## src/shared/cmp_timer_regs.svh

```systemverilog
// Constants for the two-channel output-compare timer.
// Included by the package and by the timer design file.
`ifndef CMP_TIMER_REGS_SVH
`define CMP_TIMER_REGS_SVH

// Count clock select codes
`define CKS_FAST        3'h0
`define CKS_SYS         3'h1
`define CKS_DIV2        3'h2
`define CKS_DIV4        3'h3
`define CKS_DIV8        3'h4
`define CKS_DIV32       3'h5
`define CKS_EXT         3'h6

// Divider taps in a 5-bit prescaler
`define TAP_DIV2        0
`define TAP_DIV4        1
`define TAP_DIV8        2
`define TAP_DIV32       4

// Counter clear select codes
`define CLR_NONE        3'h0
`define CLR_GRA         3'h1
`define CLR_GRB         3'h2
`define CLR_SYNC        3'h3
`define CLR_GRC         3'h5
`define CLR_GRD         3'h6

// Compare output action codes
`define OUT_NONE        2'h0
`define OUT_LOW         2'h1
`define OUT_HIGH        2'h2
`define OUT_TOGGLE      2'h3

// Reset values
`define CNT_RESET       16'h0000
`define PRESCALE_RESET  5'h00

`endif

```

## src/shared/cmp_timer_pkg.sv

```systemverilog
// Types shared by the output-compare timer.
// Assumes cmp_timer_regs.svh is on the include path.
`include "cmp_timer_regs.svh"

package cmp_timer_pkg;

  // Per-channel configuration
  typedef struct packed {
    logic [2:0]      clk_sel;
    logic [2:0]      counter_clear_select;
    logic            channel_stop_select;
    logic [3:0][1:0] out_action;
    logic [3:0][15:0] channel_general_reg;
  } chan_cfg_s;

  // Counter write request
  typedef struct packed {
    logic        wr;
    logic [15:0] data;
  } cnt_wr_s;

  // Channel run state
  typedef enum logic [1:0] {
    ST_IDLE = 2'b01,
    ST_RUN  = 2'b10
  } run_state_e;

endpackage : cmp_timer_pkg

```

## src/rtl/cmp_timer.sv

```systemverilog
// Two-channel output-compare up-counter timer with four compare registers each.
// Assumes synchronous inputs on mclk; ext and fast clocks arrive as levels.
`timescale 1ns/1ns
`default_nettype none
`include "cmp_timer_regs.svh"

module cmp_timer #(
  parameter int CW = 16
) (
  // Clock and reset
  input  wire logic                     mclk,
  input  wire logic                     rst_b,
  // Clock sources and enables
  input  wire logic                     timer_clock_supply_enable,
  input  wire logic                     fast_source_select_option,
  input  wire logic                     fast_oscillator_clock,
  input  wire logic                     external_count_clock_in,
  input  wire logic                     external_clock_enable,
  input  wire logic                     sync_operation_bit,
  // Channel configuration
  input  wire cmp_timer_pkg::chan_cfg_s cfg0,
  input  wire cmp_timer_pkg::chan_cfg_s cfg1,
  // Start control
  input  wire logic [1:0]               start_wr,
  input  wire logic [1:0]               start_val,
  // Counter writes
  input  wire cmp_timer_pkg::cnt_wr_s   cnt_wr0,
  input  wire cmp_timer_pkg::cnt_wr_s   cnt_wr1,
  // Status and outputs
  output logic [CW-1:0]                 channel_counter0,
  output logic [CW-1:0]                 channel_counter1,
  output logic [1:0]                    channel_start_bit,
  output logic [1:0][3:0]               compare_out,
  output logic [1:0][3:0]               match_irq,
  output logic [1:0]                    overflow_irq
);
  import cmp_timer_pkg::*;

  // ==========================================================
  // Functions
  function automatic logic next_level(input logic [1:0] act, input logic cur);
    logic r;
    r = cur;
    if (act == `OUT_LOW) begin
      r = 1'b0;
    end else if (act == `OUT_HIGH) begin
      r = 1'b1;
    end else if (act == `OUT_TOGGLE) begin
      r = ~cur;
    end
    return r;
  endfunction : next_level

  function automatic logic clr_hit(input logic [2:0] sel, input logic [3:0] m);
    logic r;
    r = 1'b0;
    if (sel == `CLR_GRA) begin
      r = m[0];
    end else if (sel == `CLR_GRB) begin
      r = m[1];
    end else if (sel == `CLR_GRC) begin
      r = m[2];
    end else if (sel == `CLR_GRD) begin
      r = m[3];
    end
    return r;
  endfunction : clr_hit

  // ==========================================================
  // Prescaler and source edge detection
  logic [4:0] pre_q;
  logic       src_fast_q;
  logic       src_ext_q;
  logic [4:0] pre_d;
  logic       fast_lvl;

  assign pre_d    = pre_q + 5'h01;
  assign fast_lvl = fast_source_select_option ? fast_oscillator_clock : 1'b1;

  always_ff @(posedge mclk or negedge rst_b) begin
    if (!rst_b) begin
      pre_q      <= `PRESCALE_RESET;
      src_fast_q <= 1'b0;
      src_ext_q  <= 1'b0;
    end else begin
      pre_q      <= timer_clock_supply_enable ? pre_d : `PRESCALE_RESET;
      src_fast_q <= fast_lvl;
      src_ext_q  <= external_count_clock_in;
    end
  end

  logic fast_tick;
  logic ext_tick;
  logic [1:0] tick;

  // Fast source from system clock ticks every cycle
  assign fast_tick = fast_source_select_option ? (fast_lvl & ~src_fast_q) : 1'b1;
  assign ext_tick  = external_clock_enable & external_count_clock_in & ~src_ext_q;

  function automatic logic sel_tick(input logic [2:0] cks, input logic [4:0] p,
                                    input logic ft, input logic et);
    logic r;
    r = 1'b0;
    if (cks == `CKS_FAST) begin
      r = ft;
    end else if (cks == `CKS_SYS) begin
      r = 1'b1;
    end else if (cks == `CKS_DIV2) begin
      r = &p[`TAP_DIV2:0];
    end else if (cks == `CKS_DIV4) begin
      r = &p[`TAP_DIV4:0];
    end else if (cks == `CKS_DIV8) begin
      r = &p[`TAP_DIV8:0];
    end else if (cks == `CKS_DIV32) begin
      r = &p[`TAP_DIV32:0];
    end else if (cks == `CKS_EXT) begin
      r = et;
    end
    return r;
  endfunction : sel_tick

  assign tick[0] = timer_clock_supply_enable
                 & sel_tick(cfg0.clk_sel, pre_q, fast_tick, ext_tick);
  assign tick[1] = timer_clock_supply_enable
                 & sel_tick(cfg1.clk_sel, pre_q, fast_tick, ext_tick);

  // ==========================================================
  // Compare matches and clear decisions
  chan_cfg_s  cfg [2];
  logic [CW-1:0] cnt_q [2];
  logic [1:0][3:0] match;
  logic [1:0] own_clr;
  logic [1:0] clr;
  logic [1:0] ovf;
  logic [1:0] run;

  assign cfg[0] = cfg0;
  assign cfg[1] = cfg1;
  assign cnt_q[0] = channel_counter0;
  assign cnt_q[1] = channel_counter1;

  for (genvar c = 0; c < 2; c++) begin : g_match
    for (genvar g = 0; g < 4; g++) begin : g_reg
      assign match[c][g] = run[c] & tick[c]
                         & (cnt_q[c] == cfg[c].channel_general_reg[g][CW-1:0]);
    end
    assign own_clr[c] = clr_hit(cfg[c].counter_clear_select, match[c]);
    assign ovf[c] = run[c] & tick[c] & (&cnt_q[c]) & ~own_clr[c];
  end

  // Sync clear follows the other channel; none clears with 000B
  assign clr[0] = own_clr[0] | ((cfg0.counter_clear_select == `CLR_SYNC) & own_clr[1]);
  assign clr[1] = own_clr[1] | ((cfg1.counter_clear_select == `CLR_SYNC) & own_clr[0]);

  // ==========================================================
  // Start and stop control
  run_state_e st_q [2];
  logic [1:0] auto_stop;

  assign auto_stop[0] = ~cfg0.channel_stop_select & match[0][0];
  assign auto_stop[1] = ~cfg1.channel_stop_select & match[1][0];

  for (genvar c = 0; c < 2; c++) begin : g_run
    assign run[c] = (st_q[c] == ST_RUN);
    always_ff @(posedge mclk or negedge rst_b) begin
      if (!rst_b) begin
        st_q[c] <= ST_IDLE;
      end else begin
        case (st_q[c])
          ST_IDLE: begin
            if (start_wr[c] && start_val[c]) begin
              st_q[c] <= ST_RUN;
            end
          end
          ST_RUN: begin
            if (start_wr[c] && !start_val[c]) begin
              st_q[c] <= ST_IDLE;
            end else if (auto_stop[c]) begin
              st_q[c] <= ST_IDLE;
            end
          end
          default: st_q[c] <= ST_IDLE;
        endcase
      end
    end
  end

  always_ff @(posedge mclk or negedge rst_b) begin
    if (!rst_b) begin
      channel_start_bit <= 2'b00;
    end else begin
      for (int c = 0; c < 2; c++) begin
        if (start_wr[c]) begin
          channel_start_bit[c] <= start_val[c];
        end else if (auto_stop[c]) begin
          channel_start_bit[c] <= 1'b0;
        end
      end
    end
  end

  // ==========================================================
  // Counters
  logic [1:0] wr_hit;
  logic [CW-1:0] wr_val;

  // In sync mode a write to either counter loads both
  assign wr_hit[0] = cnt_wr0.wr | (sync_operation_bit & cnt_wr1.wr);
  assign wr_hit[1] = cnt_wr1.wr | (sync_operation_bit & cnt_wr0.wr);
  assign wr_val = cnt_wr0.wr ? cnt_wr0.data[CW-1:0] : cnt_wr1.data[CW-1:0];

  function automatic logic [CW-1:0] cnt_next(input logic [CW-1:0] cur, input logic w,
                                             input logic [CW-1:0] wv, input logic cl,
                                             input logic en);
    logic [CW-1:0] r;
    r = cur;
    if (w) begin
      r = wv;
    end else if (cl) begin
      r = '0;
    end else if (en) begin
      r = cur + CW'(1);
    end
    return r;
  endfunction : cnt_next

  always_ff @(posedge mclk or negedge rst_b) begin
    if (!rst_b) begin
      channel_counter0 <= CW'(`CNT_RESET);
      channel_counter1 <= CW'(`CNT_RESET);
    end else begin
      channel_counter0 <= cnt_next(channel_counter0, wr_hit[0],
                          sync_operation_bit ? wr_val : cnt_wr0.data[CW-1:0],
                          clr[0], run[0] & tick[0]);
      channel_counter1 <= cnt_next(channel_counter1, wr_hit[1],
                          sync_operation_bit ? wr_val : cnt_wr1.data[CW-1:0],
                          clr[1], run[1] & tick[1]);
    end
  end

  // ==========================================================
  // Compare outputs and interrupt requests
  always_ff @(posedge mclk or negedge rst_b) begin
    if (!rst_b) begin
      compare_out <= '0;
    end else begin
      for (int c = 0; c < 2; c++) begin
        for (int g = 0; g < 4; g++) begin
          // Pin changes only on a match, so stops hold the level
          if (match[c][g]) begin
            compare_out[c][g] <= next_level(cfg[c].out_action[g],
                                            compare_out[c][g]);
          end
        end
      end
    end
  end

  always_ff @(posedge mclk or negedge rst_b) begin
    if (!rst_b) begin
      match_irq    <= '0;
      overflow_irq <= 2'b00;
    end else begin
      match_irq    <= match;
      overflow_irq <= ovf;
    end
  end

  // ==========================================================
  // Assertions
  start_runs_a: assert property (@(posedge mclk) disable iff (!rst_b)
    (start_wr[0] && start_val[0]) |=> channel_start_bit[0])
    else $error("start write did not set start bit");

  no_supply_a: assert property (@(posedge mclk) disable iff (!rst_b)
    (!timer_clock_supply_enable && !cnt_wr0.wr && !cnt_wr1.wr)
      |=> $stable(channel_counter0))
    else $error("counter moved without clock supply");

  sw_stop_a: assert property (@(posedge mclk) disable iff (!rst_b)
    (start_wr[0] && !start_val[0]) |=> !channel_start_bit[0] && !run[0])
    else $error("software stop ignored");

  auto_stop_a: assert property (@(posedge mclk) disable iff (!rst_b)
    (auto_stop[0] && !start_wr[0]) |=> !run[0] && !channel_start_bit[0])
    else $error("auto stop did not stop channel");

  hold_level_a: assert property (@(posedge mclk) disable iff (!rst_b)
    !run[0] |=> $stable(compare_out[0]))
    else $error("output moved while stopped");

  sync_load_a: assert property (@(posedge mclk) disable iff (!rst_b)
    (sync_operation_bit && cnt_wr0.wr && !cnt_wr1.wr)
      |=> channel_counter1 == $past(cnt_wr0.data))
    else $error("sync write missed other counter");

  indep_write_a: assert property (@(posedge mclk) disable iff (!rst_b)
    (!sync_operation_bit && cnt_wr0.wr && !cnt_wr1.wr && !run[1] && !clr[1])
      |=> $stable(channel_counter1))
    else $error("independent write touched other counter");

  free_run_a: assert property (@(posedge mclk) disable iff (!rst_b)
    (cfg0.counter_clear_select == `CLR_NONE && run[0] && tick[0] && !wr_hit[0]
      && !(&channel_counter0)) |=> channel_counter0 == $past(channel_counter0) + 1'b1)
    else $error("free running counter did not increment");

  irq_match_a: assert property (@(posedge mclk) disable iff (!rst_b)
    match[0][0] |=> match_irq[0][0])
    else $error("match interrupt missing");

  sync_clear_a: assert property (@(posedge mclk) disable iff (!rst_b)
    (cfg1.counter_clear_select == `CLR_SYNC && own_clr[0] && !wr_hit[1])
      |=> channel_counter1 == '0)
    else $error("sync clear missed other counter");

  match_clear_a: assert property (@(posedge mclk) disable iff (!rst_b)
    (own_clr[0] && !wr_hit[0]) |=> channel_counter0 == '0)
    else $error("compare clear did not zero counter");

  irq_overflow_a: assert property (@(posedge mclk) disable iff (!rst_b)
    ovf[0] |=> overflow_irq[0])
    else $error("overflow interrupt missing");

  chan1_start_a: assert property (@(posedge mclk) disable iff (!rst_b)
    (start_wr[1] && start_val[1]) |=> channel_start_bit[1] && run[1])
    else $error("channel one start write ignored");

endmodule : cmp_timer
`default_nettype wire

```

## config.mk

```make
export PLATFORM = sky130hd
export DESIGN_NAME = cmp_timer
export DESIGN_NICKNAME = d
export VERILOG_FILES = /design/src/shared/cmp_timer_pkg.sv /design/src/rtl/cmp_timer.sv
export VERILOG_INCLUDE_DIRS = /design/src /design/src/shared
export SDC_FILE = /design/constraint.sdc
export NUM_CORES = 1
export LEC_CHECK = 0
export ABC_AREA = 1
export BUFFER_PORTS_ARGS = -buffer_cell sky130_fd_sc_hd__buf_4
export CAP_MARGIN = 20
export CORE_ASPECT_RATIO = 0.5
export CORE_MARGIN = 10
export CORE_UTILIZATION = 51
export DETAILED_ROUTE_END_ITERATION = 12
export PLACE_DENSITY = 0.83
export SETUP_SLACK_MARGIN = 0.2
export SLEW_MARGIN = 40
export SYNTH_ARGS = -nofsm -noshare
export SYNTH_HDL_FRONTEND = slang
export SYNTH_SLANG_ARGS = --single-unit
```

## constraint.sdc

```tcl
create_clock -name mclk -period 2.8 [get_ports mclk]
set_input_delay 0.56 -clock mclk [delete_from_list [all_inputs] [get_ports mclk]]
set_output_delay 0.56 -clock mclk [all_outputs]
set_load 0.02 [all_outputs]
```

==> metrics, run 1 <==
Syn Nets 1250; PD cells 464 nW/um^2; final setup violating endpoints 0; FP Rows 29; Ports 256; clock transition at the registers of the reported paths 50 ps; outcome finished clean; Yosys top cell area share 23.2%; worst endpoint required time 3010 ps; period utilization 94.4%; Max Root-Sink Buffers 2; Horiz. Die Dim 181 um; synth cell count leaders nand2_1, inv_1, xnor2_1, dfrtp_1, nor2_1; routed vias 7752; initial core utilization 52.0%; antenna violations before repair 0; Clock Sinks 63; EDFF count, synth 0; Tmin final 2640 ps; Clk Latency, worst-skew pair 330 ps; Synth warnings 0; fin nets 1511; Avg WL per Cell 17.0 um; cells after synthesis 1041; clk root buf clkbuf_16; Fmax 0.378 GHz; Crit Reg-Reg Startpoint pre_q[1]; Final Hold Fails 0; area leader, netlist dfrtp_1; DP HPWL 19300 um; Worst-Margin Slew 1180 ps; most used standard cell by instance count after synthesis nand2_1; Area Growth Syn to Fin 41.5%; vias in the first global route 7595; max-cap violation count 0; static leakage 4.98 nW; Routed WL 25200 um; Critical Path End Type flop; Async S/R FF share, synth 100%; Die Y-Extent 100 um; layout cell share with drive strength beyond 1 30.9%; total track usage 25.4%; fin. max-slew vios 0; DR DRC count 0; HP Class primary input to async pin; # port buffers 255; Most used DFF post-synth dfrtp_1; WS Path Type flop to flop; CP max FO 7; CTS tree done; cell types occupying the most area after synthesis dfrtp_1, nand2_1, xnor2_1; antenna cells 0; placed insts 1439; slew margin rel. 20.5%; largest net degree at the start of global routing 64; Post-Syn Area 6570 sq um; GRT Residual Overflow 0; Arr. time, crit path 2850 ps; unrepaired setup endpoints after global routing true; H-tree Lvls 3; CP Launch Type flop; via/cell ratio 5.25; mean area per synthesized cell 6.31 sq um; Final Util 73.6%; Hold-fix buffers, CTS 0; core area 12600 sq um; sequential share of the synthesized area 24.0%; setup tns final 0 ps; FF+latch count, synth 63; die area 18100 sq um; maximum vdd ir drop 0.000310 V; Synth cell types 42; antenna-violating nets left 0; Placer Congestion 0.915; CP Launch Point pre_q[1]; 1st-iter DRT viols 560; clock buffer count from CTS 9; clk_skew 8.79 ps; post-route insts no fill 1477; first-pass GRT wire length 38000 um; First-pass DRT Iterations 5
==> timing repair <==
| action | 4_1_cts | 5_1_grt |
|---|---|---|
| buffers inserted | 3 | 15 |
| pin swaps | 1 | 9 |
| gates resized for setup | 5 | 29 |
| cloned | 0 | 4 |
| setup endpoints to repair | 29 | 34 |
==> kinds of logic (layout without fill, tap and decap cells) <==
logic type	after synthesis	in the layout	synth area share [%]
flip-flops	63	63	24.0
adder cells (fa/ha/maj)	5	5	0.952
XOR/XNOR	109	109	14.5
buffers and inverters	197	461	13.1
AND/OR/NAND/NOR	589	591	40.5
AO/OA/AOI/OAI	78	78	6.84
==> layout by cell type, fill, tap and decap left out, types with 15 or more instances in the layout <==
cell type,Yosys,layout
inv_1,114,114
nand4_1,52,52
inv_2,25,25
xor2_1,26,26
o21ai_0,38,38
nor2_1,61,58
buf_4,13,293
xnor2_1,83,83
nand3_2,13,15
dfrtp_1,61,55
nand2_1,364,360
nand3_1,54,50
a21oi_1,23,23
==> flip-flops by register name, summed over array words and instances (netlist names) <==
name and flops:
channel_counter0 16, channel_counter1 16, compare_out 8, match_irq 8, pre_q 5, st_q 4, channel_start_bit 2, overflow_irq 2
src_ext_q 1, src_fast_q 1
==> worst max-delay path: stages (launching register included) <==
cell	delay, ps
dfrtp_1	400
ha_4	160
and3_4	200
ha_4	130
o21bai_1	70
nand2_1	80
nand3_2	80
a21oi_4	230
nand2_2	120
a21oi_2	180
nand2_2	100
nand2_4	150
nor2_4	60
buf_12	150
clkbuf_16	160
nand3_2	70
nand2_1	50
nand2_1	50
nand2_1	70
==> where the power goes <==
part           leakage (nW)  switching, mW  total, mW  internal, mW
registers             0.797          0.273       1.31          1.04
logic                  4.04          0.979       1.85         0.870
clock network         0.146          0.422       1.16         0.737
==> layer usage <==
layer / global-route usage [%] / wire [um] / vias up / part of all wire (%)
met4: 8.15 / 625 / 0 / 2.5
met2: 44.5 / 12200 / 404 / 48
met3: 8.26 / 2540 / 48 / 10
met1: 29.1 / 9820 / 3528 / 39
li1: - / - / 3772 / -
met5: 0 / 0 / - / 0
==> layout make-up <==
| cell class | instances | area (sq um) |
|---|---|---|
| timing repair buffer | 303 | 2390 |
| inverter | 142 | 533 |
| sequential | 63 | 1590 |
| clock buffer | 13 | 260 |
| fill | 1018 | 3330 |
| tap | 170 | 213 |
| multi-input combinational | 783 | 4270 |
| clock inverter | 3 | 42.5 |
==> final timing paths <==
path	to	slack [ps]	cells past startpoint
max in group asynchronous	channel_counter1[4]	2120	1
hold reg to reg	compare_out[6]	480	1
setup reg to reg	channel_counter1[13]	160	18
setup / recovery	channel_counter1[13]	160	18
min in group mclk	src_ext_q	350	1
hold / removal	channel_start_bit[0]	220	1
==> metrics by stage <==
| step | hold slack, ps | instance area (sq um) | worst slack [ps] | power, mW |
|---|---|---|---|---|
| 2_1_floorplan | 264 | 6570 | 476 | 2.36 |
| 3_3_place_gp | 469 | 8590 | 201 | 3.01 |
| 3_5_place_dp | 479 | 8590 | 71.0 | 3.06 |
| 4_1_cts | 343 | 8950 | 215 | 4.23 |
| 5_1_grt | 261 | 9300 | 57.5 | 4.56 |
| 6_report | 220 | 9300 | 156 | 4.32 |
Power figures use the tool's default switching activity.
==> run 2, diff against run 1 <==
- ABC_AREA: 1 -> 0
- CELL_PAD_IN_SITES_DETAIL_PLACEMENT: default -> 1
- CELL_PAD_IN_SITES_GLOBAL_PLACEMENT: default -> 2
- CORE_UTILIZATION: 51 -> 26
- PLACE_DENSITY: 0.83 -> default
- PLACE_DENSITY_LB_ADDON: default -> 0.1
==> metrics, run 2 <==
Synth cell types 52; Overall Power 3.53 mW; period utilization 92.2%; FP Rows 36; PD cells 404 nW/um^2; footprint of the multi-input gates 3820 sq um; First-pass DRT Iterations 4; Final Hold Fails 0; DR DRC count 0; FF+latch count, synth 63; max-cap violation count 0; Hold-fix buffers, CTS 0; Max Root-Sink Buffers 2; clk root buf clkbuf_16; antenna-violating nets left 0; Area Growth Syn to Fin 65.3%; Largest regs channel_counter0 (16), channel_counter1 (16); outcome finished clean; initial core utilization 26.8%; Clk Latency, worst-skew pair 340 ps; Final WS setup 218 ps; HP Class primary input to async pin; Avg WL per Cell 22.5 um; Synth warnings 0; Die Y-Extent 121 um; total track usage 18.5%; slowest library cell on the worst path dfrtp_1; Tmin final 2580 ps; core area 19700 sq um; xor/xnor share of the synthesized area 21.3%; layout cell share with drive strength beyond 1 46.8%; FF/Latch Area 1590 sq um; Routed WL 26800 um; crit-path max cell delay 530 ps; area leader, netlist dfrtp_1; simple-gate area share of the yosys netlist 22.0%; Critical Path End Type flop; largest net degree at the start of global routing 64; Clock Sinks 63; Most used DFF post-synth dfrtp_1; Compound-Gate Fraction of Synth Area 18.9%; clock buffer count from CTS 9; clk_skew 14.0 ps; H-tree Lvls 3; Yosys top cell area share 28.8%; synth cell count leaders xor2_1, dfrtp_1, nor2_1, nor4_1, nand2_1; critical-path cell list xor2_1, nor4_1, nand4_1, o22ai_2, mux2i_4, o21ai_2, a21oi_2, buf_6, o221a_1; Async S/R FF share, synth 100%; # port buffers 255; Largest delay share family, worst path compound AO/OA/AOI/OAI gates; CTS tree done; Syn Nets 834; most used standard cell by instance count after synthesis xor2_1; unrepaired setup endpoints after global routing true; Horiz. Die Dim 222 um; final setup violating endpoints 0; fin nets 1129; CP max FO 8; Worst Hold Margin 201 ps; die area 26800 sq um; post-route insts no fill 1191; cell types occupying the most area after synthesis dfrtp_1, xor2_1, nor4_1; first-pass GRT wire length 39100 um; mean area per synthesized cell 8.47 sq um; CP Launch Type flop; routed vias 6019; Ports 256; slew margin rel. 57.7%; Arr. time, crit path 2800 ps; most frequent cells in the layout buf_4, xor2_1, dfrtp_1, nor2_1, nand2_1; via/cell ratio 5.05; mux share of post-synthesis cell area 0.189%; adder-cell share of the synthesized area 1.18%; antenna cells 0; GRT Residual Overflow 0; WS Path Type flop to flop; main combinational cell family by area after synthesis simple AND/OR/NAND/NOR gates; Layout fillers 2326; vias in the first global route 6538; 1st-iter DRT viols 239; Place WS -240 ps; sequential share of the synthesized area 29.8%; Post-Syn Area 5290 sq um; cells after synthesis 625; fin. max-slew vios 0; Worst-Margin Slew 635 ps; Placer Congestion 0.868; placed insts 1157; commonest non-fill, non-tap cell in the layout buf_4; maximum vdd ir drop 0.000228 V; clock transition at the registers of the reported paths 70 ps; DP HPWL 21200 um; EDFF count, synth 0; antenna violations before repair 0; static leakage 4.21 nW; Fmax 0.387 GHz; setup tns final 0 ps; worst endpoint required time 3020 ps; Buf+Inv Stages, Crit Path 1
run 2: final timing paths:
path	from	endpoint	slack, ps	cells after the start
hold reg to reg	compare_out[2]	compare_out[2]	490	1
setup / recovery	channel_counter1[15]	channel_counter0[15]	220	9
hold / removal	rst_b	compare_out[5]	200	1
setup reg to reg	channel_counter1[15]	channel_counter0[15]	220	9
min in group mclk	external_count_clock_in	src_ext_q	340	1
max in group asynchronous	rst_b	channel_counter0[13]	2090	1
run 2: where the power goes:
group          switching [mW]  leakage, nW  internal (mW)
Clock                   0.463        0.134          0.689
Combinational           0.608         3.26          0.643
Sequential              0.151        0.814          0.978
run 2: cell families after synthesis:
logic type / after synthesis
and+or+nand+nor: 224
AOI/OAI and AO/OA: 136
xor gates and xnor gates: 129
buffers and inverters: 67
DFF: 63
adders and majority gates: 5
muxes: 1
run 2: per-layer routing:
| metal | vias up | track usage (%) | share of wire, % |
|---|---|---|---|
| met4 | 0 | 3.72 | 1.2 |
| met3 | 20 | 5.44 | 6.3 |
| met2 | 197 | 30.8 | 47 |
| met5 | - | 0 | 0 |
| li1 | 2853 | - | - |
| met1 | 2949 | 23.3 | 46 |
run 2: repair_timing:
item / CTS / global route
pin swaps: 10 / 30
resized for setup: 27 / 66
endpoints found under the setup margin: 32 / 33
setup buffers: 5 / 9
cloned: 0 / 4
run 2: through the flow:
| stage | instance area, sq um | utilization [%] |
|---|---|---|
| 2_1_floorplan | 5290 | - |
| 3_3_place_gp | 7760 | 39.4 |
| 3_5_place_dp | 7770 | 39.4 |
| 4_1_cts | 8230 | 41.7 |
| 5_1_grt | 8750 | 44.3 |
| 6_report | 8750 | 44.3 |
run 2: layout make-up:
| class | instances | area share [%] |
|---|---|---|
| Timing Repair Buffer | 334 | 30.2 |
| Clock inverter | 7 | 0.844 |
| Multi-Input combinational cell | 495 | 43.7 |
| Clock buffer | 9 | 2.57 |
| Sequential cell | 63 | 18.2 |
| Inverter | 17 | 0.729 |
| Tap cell | 266 | 3.80 |
==> run 3, diff against run 2 <==
- BUFFER_PORTS_ARGS: -buffer_cell sky130_fd_sc_hd__buf_4 -> default
- CORE_UTILIZATION: 26 -> 35
- DONT_BUFFER_PORTS: default -> 1
==> metrics, run 3 (synthesized netlist as in run 2, its figures left out) <==
outcome finished clean; CP Launch Type flop; WS Path Type flop to flop; antenna violations before repair 0; initial core utilization 36.2%; total track usage 21.2%; H-tree Lvls 3; fin nets 891; static leakage 2.95 nW; worst endpoint required time 3020 ps; Largest regs channel_counter0 (16), channel_counter1 (16); Routed WL 23200 um; Arr. time, crit path 2770 ps; GRT Residual Overflow 0; Max Root-Sink Buffers 2; Clock Sinks 63; Final Util 45.4%; clk_skew 8.35 ps; fin. max-slew vios 0; max-cap violation count 0; setup tns final 0 ps; CP max FO 7; most frequent cells in the layout xor2_1, buf_4, dfrtp_1, nor2_1, nand2_1; commonest non-fill, non-tap cell in the layout xor2_1; PD cells 479 nW/um^2; Final Hold Fails 0; Horiz. Die Dim 194 um; antenna-violating nets left 0; maximum vdd ir drop 0.000284 V; final setup violating endpoints 0; routed vias 5066; placed insts 856; unrepaired setup endpoints after global routing true; via/cell ratio 5.72; slew margin rel. 64.7%; Avg WL per Cell 26.2 um; layout cell share with drive strength beyond 1 26.9%; Fmax 0.392 GHz; post-route insts no fill 885; vias in the first global route 5408; First-pass DRT Iterations 4; DR DRC count 0; die area 20700 sq um; Crit Reg-Reg Startpoint pre_q[1]; DP HPWL 18900 um; Die Y-Extent 107 um; # port buffers 0; FP Rows 31; HP Class primary input to async pin; 1st-iter DRT viols 222; Worst-Margin Slew 528 ps; Area Growth Syn to Fin 25.3%; Critical Path End Type flop; Layout fillers 1705; clk root buf clkbuf_16; period utilization 91.0%; largest net degree at the start of global routing 62; CP Launch Point pre_q[1]; clock buffer count from CTS 9; Worst Hold Margin 60.6 ps; first-pass GRT wire length 34600 um; Placer Congestion 0.843; CTS tree done; Clk Latency, worst-skew pair 340 ps; Tmin final 2550 ps; core area 14600 sq um; Overall Power 3.18 mW; FF/Latch Area 1590 sq um; Ports 256; clock transition at the registers of the reported paths 60 ps; footprint of the multi-input gates 3650 sq um; antenna cells 0
==> run 3: cell type report <==
cell class | instances | area share, %
tap | 198 | 3.73
sequential | 63 | 24.0
multi-input combinational | 496 | 55.0
clock inverter | 6 | 1.06
clock buffer | 10 | 3.60
inverter | 17 | 0.962
timing repair buffer | 95 | 11.7
==> run 3: layer usage <==
metal	share of wire, %	GRT usage [%]	wire (um)
met1	44	26.6	10300
met2	47	34.9	10800
met3	8.7	7.87	2020
met4	0.54	3.55	125
met5	0	0	0
==> run 3: metrics by stage <==
stage               worst slack (ps)  instance area, sq um
floorplan                        328                  5290
finish                           252                  6630
CTS                              196                  6350
global placement               -97.5                  5910
global route                    87.6                  6630
detailed placement              -110                  5910
==> run 3: path summary, 6_finish.rpt <==
kind / endpoint / slack (ps) / cells past startpoint
worst max register to register: channel_counter1[1] / 250 / 12
max in group asynchronous: channel_counter0[8] / 2400 / 1
worst min-delay path: st_q[0] / 60 / 0
worst max-delay path: channel_counter1[1] / 250 / 12
min in group mclk: src_ext_q / 250 / 0
worst min register to register: pre_q[3] / 550 / 2
==> run 3: worst max-delay path, cell delays in order, from the launching register on <==
cell	delay, ps
dfrtp_1	400
ha_4	160
and3_4	190
ha_4	160
nand2b_4	60
a221oi_4	280
o211ai_2	180
nor3_2	230
a22oi_2	160
and3_4	250
buf_6	120
o21a_1	90
o22a_1	150
==> run 3: power by group <==
part | switching [mW] | internal [mW]
clock network | 0.460 | 0.717
logic | 0.471 | 0.406
registers | 0.146 | 0.978
==> run 3: what timing repair did <==
item	CTS	global route
hold endpoints to repair	61	0
pin swaps	5	22
hold buffers	1	0
setup buffers	1	9
resized for setup	20	46
gates cloned	1	1
endpoints found under the setup margin	32	33
